$ cat config.mk
export PLATFORM = sky130hd
export DESIGN_NAME = hpsc_slot
export DESIGN_NICKNAME = d
export VERILOG_FILES = /design/src/hpsc_slot.v
export VERILOG_INCLUDE_DIRS = /design/src
export SDC_FILE = /design/constraint.sdc
export NUM_CORES = 1
export LEC_CHECK = 0
export ABC_AREA = 1
export BUFFER_PORTS_ARGS = -buffer_cell sky130_fd_sc_hd__buf_4
export CORE_ASPECT_RATIO = 1.75
export CORE_MARGIN = 2
export CORE_UTILIZATION = 43
export CTS_CLUSTER_DIAMETER = 200
export DETAILED_ROUTE_END_ITERATION = 16
export MAX_ROUTING_LAYER = met4
export PLACE_DENSITY_LB_ADDON = 0.05
export SLEW_MARGIN = 20
export SYNTH_ARGS = -nofsm -noshare
export SYNTH_HDL_FRONTEND = slang
export SYNTH_SLANG_ARGS = --single-unit
export TNS_END_PERCENT = 20
$ cat constraint.sdc
create_clock -name REF_CLK -period 1.2 [get_ports REF_CLK]
set_clock_uncertainty 0.1 [all_clocks]
set_input_delay 0.24 -clock REF_CLK [delete_from_list [all_inputs] [get_ports REF_CLK]]
set_output_delay 0.24 -clock REF_CLK [all_outputs]
set_load 0.02 [all_outputs]
$ cat src/hpsc_map.vh
// Purpose: constants for the hot-plug slot control and status block
// Assumes: slot word at byte offset D8h, link word at DCh, Avalon-MM slave
// Notes: control in bits 15:0, status in bits 31:16
`ifndef HPSC_MAP_VH
`define HPSC_MAP_VH

`define HPSC_ADDR_W 8
`define HPSC_OFS_SLOT 8'hD8
`define HPSC_OFS_LINK 8'hDC

`define HPSC_B_ABP_EN 0
`define HPSC_B_PF_EN 1
`define HPSC_B_PD_EN 3
`define HPSC_B_CC_EN 4
`define HPSC_B_HP_EN 5
`define HPSC_B_ATTN_LO 6
`define HPSC_B_ATTN_HI 7
`define HPSC_B_PWRI_LO 8
`define HPSC_B_PWRI_HI 9
`define HPSC_B_PWR_CTL 10
`define HPSC_B_DLL_EN 12

`define HPSC_B_ABP 16
`define HPSC_B_PF 17
`define HPSC_B_RLC 18
`define HPSC_B_PDC 19
`define HPSC_B_CC 20
`define HPSC_B_RLS 21
`define HPSC_B_PDS 22
`define HPSC_B_DLLSC 24
`define HPSC_B_LINK_ACT 29

`define HPSC_IND_OFF 2'h3
`define HPSC_CMD_CYC 4'h8
`define HPSC_CMD_ZERO 4'h0
`define HPSC_CMD_ONE 4'h1

`endif

$ cat src/hpsc_slot.v
// Purpose: hot-plug slot control and status registers of a downstream port
// Assumes: slot inputs synchronous to REF_CLK, one-cycle event pulses
// Notes: one wait state on every access; unmapped reads return zero
`timescale 1ns/1ps
`include "hpsc_map.vh"

// How it works
// - bit0 enables attention button event
// - bit1 enables power fault event
// - bit3 enables presence change event
// - bit4 enables command completed interrupt
// - bit5 master hot-plug interrupt enable
// - bits7:6 attention indicator, reset off
// - attention field write sends message
// - bits9:8 power indicator, reset off
// - power indicator write sends message
// - bit10 slot power, 1 is off
// - bit12 enables link-active change notice
// - bit16 latches button press, W1C
// - bit17 latches power fault, W1C
// - bit18 read-only retention latch change
// - bit19 latches presence change, W1C
// - bit20 latches command completion, W1C
// - bit21 shows retention latch state
// - bit22 shows card presence
// - no slot implemented reads present
// - presence resets from inverted strap
// - bit24 sets on link-active change
// - link-active reads 1 in active state
module hpsc_slot (
    input wire REF_CLK,
    input wire RESET_N,
    input wire [7:0] AVS_ADDRESS,
    input wire AVS_READ,
    input wire AVS_WRITE,
    input wire [31:0] AVS_WRITEDATA,
    input wire [3:0] AVS_BYTEENABLE,
    output reg [31:0] AVS_READDATA,
    output reg AVS_WAITREQUEST,
    input wire SLOT_IMPLEMENTED,
    input wire CARD_PRESENT_STRAP,
    input wire CARD_PRESENT,
    input wire ATTN_BUTTON_PRESS,
    input wire POWER_FAULT,
    input wire RETENTION_LATCH_OPEN,
    input wire DL_ACTIVE,
    output reg [1:0] ATTN_IND,
    output reg [1:0] PWR_IND,
    output reg PWR_OFF,
    output reg ATTN_MSG,
    output reg PWR_IND_MSG,
    output reg HP_IRQ
);

    reg abp_en_r, pf_en_r, pd_en_r, cc_en_r, hp_en_r, dll_en_r;
    reg abp_r, pf_r, rlc_r, pdc_r, cc_r, dllsc_r;
    reg rls_r, pds_r, link_act_r, strap_done_r;
    reg [3:0] cmd_cnt_r;
    reg ack_r;
    wire req;
    wire wr_slot;
    wire rd_hit;
    wire ctl_wr_lo;
    wire ctl_wr_hi;
    wire st_wr;
    wire st_wr_hi;
    wire pres_now;
    wire [31:0] slot_word;
    wire [31:0] link_word;
    wire [31:0] rd_mux;
    wire irq_nxt;

    function hit;
        input [7:0] a;
        input [7:0] ofs;
        begin
            hit = (a == ofs);
        end
    endfunction

    // one wait state: waitrequest drops in the cycle after the request
    assign req = (AVS_READ | AVS_WRITE) & ~ack_r;
    assign wr_slot = AVS_WRITE & ack_r & hit(AVS_ADDRESS, `HPSC_OFS_SLOT);
    assign rd_hit = AVS_READ & ~ack_r;
    assign ctl_wr_lo = wr_slot & AVS_BYTEENABLE[0];
    assign ctl_wr_hi = wr_slot & AVS_BYTEENABLE[1];
    assign st_wr = wr_slot & AVS_BYTEENABLE[2];
    // bit24 lives in lane3, so its write-one clear needs that lane
    assign st_wr_hi = wr_slot & AVS_BYTEENABLE[3];

    assign pres_now = SLOT_IMPLEMENTED ? CARD_PRESENT : 1'b1;

    assign slot_word = {7'h00, dllsc_r, 1'b0, pds_r, rls_r, cc_r, pdc_r,
        rlc_r, pf_r, abp_r, 3'h0, dll_en_r, 1'b0, PWR_OFF, PWR_IND,
        ATTN_IND, hp_en_r, cc_en_r, pd_en_r, 1'b0, pf_en_r, abp_en_r};
    assign link_word = {2'h0, link_act_r, 29'h0000000};
    assign rd_mux = hit(AVS_ADDRESS, `HPSC_OFS_SLOT) ? slot_word :
        hit(AVS_ADDRESS, `HPSC_OFS_LINK) ? link_word : 32'h00000000;

    assign irq_nxt = hp_en_r & ((abp_r & abp_en_r) | (pf_r & pf_en_r) |
        (pdc_r & pd_en_r) | (cc_r & cc_en_r) | (dllsc_r & dll_en_r));

    always @(posedge REF_CLK or negedge RESET_N) begin
        if (!RESET_N) begin
            ack_r <= 1'b0;
            AVS_WAITREQUEST <= 1'b1;
            AVS_READDATA <= 32'h00000000;
        end else begin
            ack_r <= req;
            AVS_WAITREQUEST <= ~req;
            if (rd_hit) begin
                AVS_READDATA <= rd_mux;
            end
        end
    end

    always @(posedge REF_CLK or negedge RESET_N) begin
        if (!RESET_N) begin
            abp_en_r <= 1'b0;
            pf_en_r <= 1'b0;
            pd_en_r <= 1'b0;
            cc_en_r <= 1'b0;
            hp_en_r <= 1'b0;
            dll_en_r <= 1'b0;
            ATTN_IND <= `HPSC_IND_OFF;
            PWR_IND <= `HPSC_IND_OFF;
            PWR_OFF <= 1'b0;
            ATTN_MSG <= 1'b0;
            PWR_IND_MSG <= 1'b0;
            cmd_cnt_r <= `HPSC_CMD_ZERO;
        end else begin
            ATTN_MSG <= 1'b0;
            PWR_IND_MSG <= 1'b0;
            if (ctl_wr_lo) begin
                abp_en_r <= AVS_WRITEDATA[`HPSC_B_ABP_EN];
                pf_en_r <= AVS_WRITEDATA[`HPSC_B_PF_EN];
                pd_en_r <= AVS_WRITEDATA[`HPSC_B_PD_EN];
                cc_en_r <= AVS_WRITEDATA[`HPSC_B_CC_EN];
                hp_en_r <= AVS_WRITEDATA[`HPSC_B_HP_EN];
                ATTN_IND <= AVS_WRITEDATA[`HPSC_B_ATTN_HI:`HPSC_B_ATTN_LO];
                ATTN_MSG <= 1'b1;
            end
            if (ctl_wr_hi) begin
                PWR_IND <= AVS_WRITEDATA[`HPSC_B_PWRI_HI:`HPSC_B_PWRI_LO];
                PWR_IND_MSG <= 1'b1;
                PWR_OFF <= AVS_WRITEDATA[`HPSC_B_PWR_CTL];
                dll_en_r <= AVS_WRITEDATA[`HPSC_B_DLL_EN];
            end
            // any control write is a command; it completes after a delay
            if (ctl_wr_lo | ctl_wr_hi) begin
                cmd_cnt_r <= `HPSC_CMD_CYC;
            end else if (cmd_cnt_r != `HPSC_CMD_ZERO) begin
                cmd_cnt_r <= cmd_cnt_r - `HPSC_CMD_ONE;
            end
        end
    end

    always @(posedge REF_CLK or negedge RESET_N) begin
        if (!RESET_N) begin
            abp_r <= 1'b0;
            pf_r <= 1'b0;
            rlc_r <= 1'b0;
            pdc_r <= 1'b0;
            cc_r <= 1'b0;
            dllsc_r <= 1'b0;
            rls_r <= 1'b0;
            pds_r <= 1'b0;
            link_act_r <= 1'b0;
            strap_done_r <= 1'b0;
            HP_IRQ <= 1'b0;
        end else begin
            // set wins over a same-cycle write-one clear
            // button latch
            abp_r <= ATTN_BUTTON_PRESS |
                (abp_r & ~(st_wr & AVS_WRITEDATA[`HPSC_B_ABP]));
            pf_r <= POWER_FAULT |
                (pf_r & ~(st_wr & AVS_WRITEDATA[`HPSC_B_PF]));
            rlc_r <= rlc_r | (RETENTION_LATCH_OPEN != rls_r);
            rls_r <= RETENTION_LATCH_OPEN;
            if (!strap_done_r) begin
                strap_done_r <= 1'b1;
                pds_r <= ~CARD_PRESENT_STRAP;
            end else begin
                pds_r <= pres_now;
            end
            pdc_r <= (strap_done_r & (pres_now != pds_r)) |
                (pdc_r & ~(st_wr & AVS_WRITEDATA[`HPSC_B_PDC]));
            cc_r <= (cmd_cnt_r == `HPSC_CMD_ONE) |
                (cc_r & ~(st_wr & AVS_WRITEDATA[`HPSC_B_CC]));
            link_act_r <= DL_ACTIVE;
            dllsc_r <= (DL_ACTIVE != link_act_r) |
                (dllsc_r & ~(st_wr_hi & AVS_WRITEDATA[`HPSC_B_DLLSC]));
            HP_IRQ <= irq_nxt;
        end
    end

endmodule

==> flow_summary.yaml <==
yosys:
  syn_inst: 257
  yosysTopAreaCell: "dfrtp_1"
  avgSynthCellArea_um2: 8.870
  netlist_area_um2: 2280
  yosysWarnings: 0
  yosys_register_bits: 50
  seq_area_frac_synth_pct: 55.16
  netlist.area_leader.share_pct: 49.40
  synth_cell_types: 27
  synthTopCellsByArea: "dfrtp_1 (49%), nand2_1 (15%), dfstp_2 (5.8%), inv_1 (4.9%), buf_4 (4.3%)"
detailed_routing:
  drc: 0
  routedWlPerCell_um: 12.15
  viasPerCell: 4.602
  wl_um: 4849
  drt_iter0_markers: 55
  dr_total_vias: 1836
  drt-pass1-iter-count: 4
  detail-route-antenna-nets: 0
cells_and_area:
  final_cells: 399
  diodes: 0
  area_growth_pct: 39.68
  drive_gt1_share_pct: 35.76
  layout.nets: 400
placement:
  detailedPlace.worstSlack_ns: -0.1801
  place.gp.congestion: 0.7533
  portBuffers: 67
  dp_cells: 383
  hpwl_um: 3528
floorplanning:
  initial_core_util_pct: 43.75
  core_um2: 5211
  placementRows: 35
  die_y_um: 100.3
  die_x_um: 59.04
  dieArea_um2: 5923
  num_io_pins: 96
clock_network:
  clockRootBuffer: "clkbuf_8"
  htree_num_levels: 2
  tritoncts: "done"
  path_clk_slew_ns: 0.09
  cts_made_buffers: 5
  max-clock-path-buffers: 2
  clkSinkCount: 50
  insertion_delay_ns: 0.30
worst_hold_path:
  min_from: "CARD_PRESENT_STRAP"
  hold_depth: 2
  holdPathEnd: "pds_r"
  min_path_type: "in -> reg"
power_and_ir_drop:
  max-vdd-ir-drop_uv: 958.0
  cellPowerDensity_nw_per_um2: 1170
  p_leak_uw: 0.001680
setup_path:
  slowest_delay_ns: 0.56
  r2r-start: "cmd_cnt_r[0]"
  path_buf_inv: 1
  worstPathRequired_ns: 0.86
  worstSetupPathType: "reg -> out"
  cp_cell_sequence: "buf_6"
  cp_max_fo: 3
  r2r_setup_slack_ns: 0
  worstReg2RegEnd: "cmd_cnt_r[3]"
  cp_num_cells: 1
  start_kind: "flip-flop"
  reg2regPathDepth: 7
  critical_path.top_delay_family: "flip-flops"
  slowest_stage: "dfstp_2"
  cp_data_arrival_time_ns: 0.97
  end_kind: "output port"
timing:
  period_needed_ns: 1.310
  worst_slack_ns: -0.1097
  finalHoldViolCount: 0
  rsz0062_at_grt: "true"
  fmax_ghz: 0.7635
  fin_crit_sh_pct: 109.1
  final-setup-viol-count: 7
  maxSlewViolCount: 0
  fin_hold_ws_ns: 0.01516
outcome:
  status: "finished with violations"
  failed_checks: "negative setup slack"
run:
  drv_cap: 0
global_route:
  grt_pass1_wl_um: 7852
  grt_pass1_vias: 1739
  grt_usage_pct: 18.11
  grt_start_max_net_pins: 51
  antenna_found_initial: 0
  overflow: 0
-- power by group --
part | internal (µW) | total (µW) | switching [µW]
sequential | 1780 | 1830 | 47.5
combinational | 457 | 960 | 503
clock | 412 | 940 | 528
-- synth_stat cells --
| library cell | number |
|---|---|
| a21oi_1 | 3 |
| nand2_4 | 1 |
| nor2_1 | 12 |
| dfrtp_1 | 45 |
| buf_4 | 13 |
| clkbuf_1 | 1 |
| conb_1 | 2 |
| o21ai_0 | 6 |
| dfstp_2 | 5 |
| o21ai_1 | 5 |
| nand2_2 | 1 |
| buf_6 | 1 |
| o31ai_1 | 8 |
| nand4_1 | 4 |
| nand3_1 | 6 |
| nor2_8 | 1 |
| xor2_1 | 1 |
| o22ai_1 | 1 |
| a21boi_0 | 1 |
| nor2_4 | 2 |
| inv_1 | 30 |
| ha_1 | 2 |
| nor2_2 | 2 |
| buf_2 | 3 |
| o21ai_2 | 8 |
| xnor2_1 | 1 |
| nand2_1 | 92 |
-- area by class of cell --
type | count | area (µm²)
clock buffers | 6 | 72.57
clock inverters | 2 | 13.76
fillers | 482 | 2027
inverters | 30 | 112.6
multi-input cells | 170 | 867.1
flip-flops and latches | 50 | 1257
well taps | 55 | 68.82
repair buffers | 86 | 792.0
-- worst reg2reg max path: stages, from the launching register on --
cell	delay, ns
dfrtp_1	0.40
inv_2	0.08
ha_4	0.15
nand2_2	0.06
nand2_2	0.06
nor2_2	0.03
a21oi_2	0.10
nand3_1	0.08
-- cells by family (layout without fill, tap and decap cells) --
family,Yosys count,count (layout),share of synthesized area (%)
AOI/OAI and AO/OA,32,32,9.386
adders and majority gates,2,2,1.098
DFF,50,50,55.16
other,2,13,0.3294
xor gates and xnor gates,2,2,0.7685
buffers and inverters,48,124,10.54
and+or+nand+nor,121,121,22.72
-- cell usage in the layout (no fill, tap or decap), types with 4 or more instances in the layout --
cell,Yosys,final
nand2_1,92,89
buf_4,13,53
dfrtp_1,45,45
buf_6,1,27
inv_1,30,26
conb_1,2,13
nor2_1,12,11
o21ai_2,8,8
o31ai_1,8,7
o21ai_1,5,6
dfstp_2,5,5
o21ai_0,6,5
nand3_1,6,5
clkbuf_8,0,5
inv_2,0,4
nand4_1,4,4
-- per-layer routing --
metal | GRT usage (%) | up-vias | wire length [µm]
met5 | - | - | 0
met4 | 6.818 | 0 | 82
met3 | 2.835 | 5 | 132
met2 | 32.48 | 41 | 2828
met1 | 19.36 | 848 | 1806
li1 | - | 942 | -
-- repair_timing --
| action | CTS | global route |
|---|---|---|
| pin swaps | 1 | 2 |
| hold buffers | 3 | 0 |
| buffers inserted | 2 | 3 |
| setup endpoints to repair | 15 | 49 |
| endpoints found under the hold margin | 47 | 0 |
| resized for setup | 19 | 24 |
-- registers in the layout, indices dropped and copies added, names as in the netlist, 2 cells and up --
| name | flops |
|---|---|
| AVS_READDATA | 20 |
| ATTN_IND | 2 |
| PWR_IND | 2 |
| cmd_cnt_r | 4 |
-- how the worst max path moves through the flow --
stage	from	end	slack (ns)
global route	PWR_IND[0]	PWR_IND[0]	-0.16
global placement	AVS_ADDRESS[5]	cmd_cnt_r[0]	-0.16
finish	PWR_IND[0]	PWR_IND[0]	-0.11
CTS	PWR_IND[0]	PWR_IND[0]	-0.12
detailed placement	AVS_ADDRESS[5]	cmd_cnt_r[0]	-0.18
floorplan	cmd_cnt_r[0]	cmd_cnt_r[1]	0.002
-- per-stage QoR --
stage	util [%]	setup TNS [ns]	instance area [µm²]	power (µW)
floorplan	-	0	2321	2313
global placement	55.37	-2.671	2885	2613
detailed placement	55.37	-3.066	2885	2639
CTS	59.14	-0.5893	3082	3692
global route	61.10	-1.136	3184	3972
finish	61.10	-0.4864	3184	3726
Power figures use the tool's default switching activity.
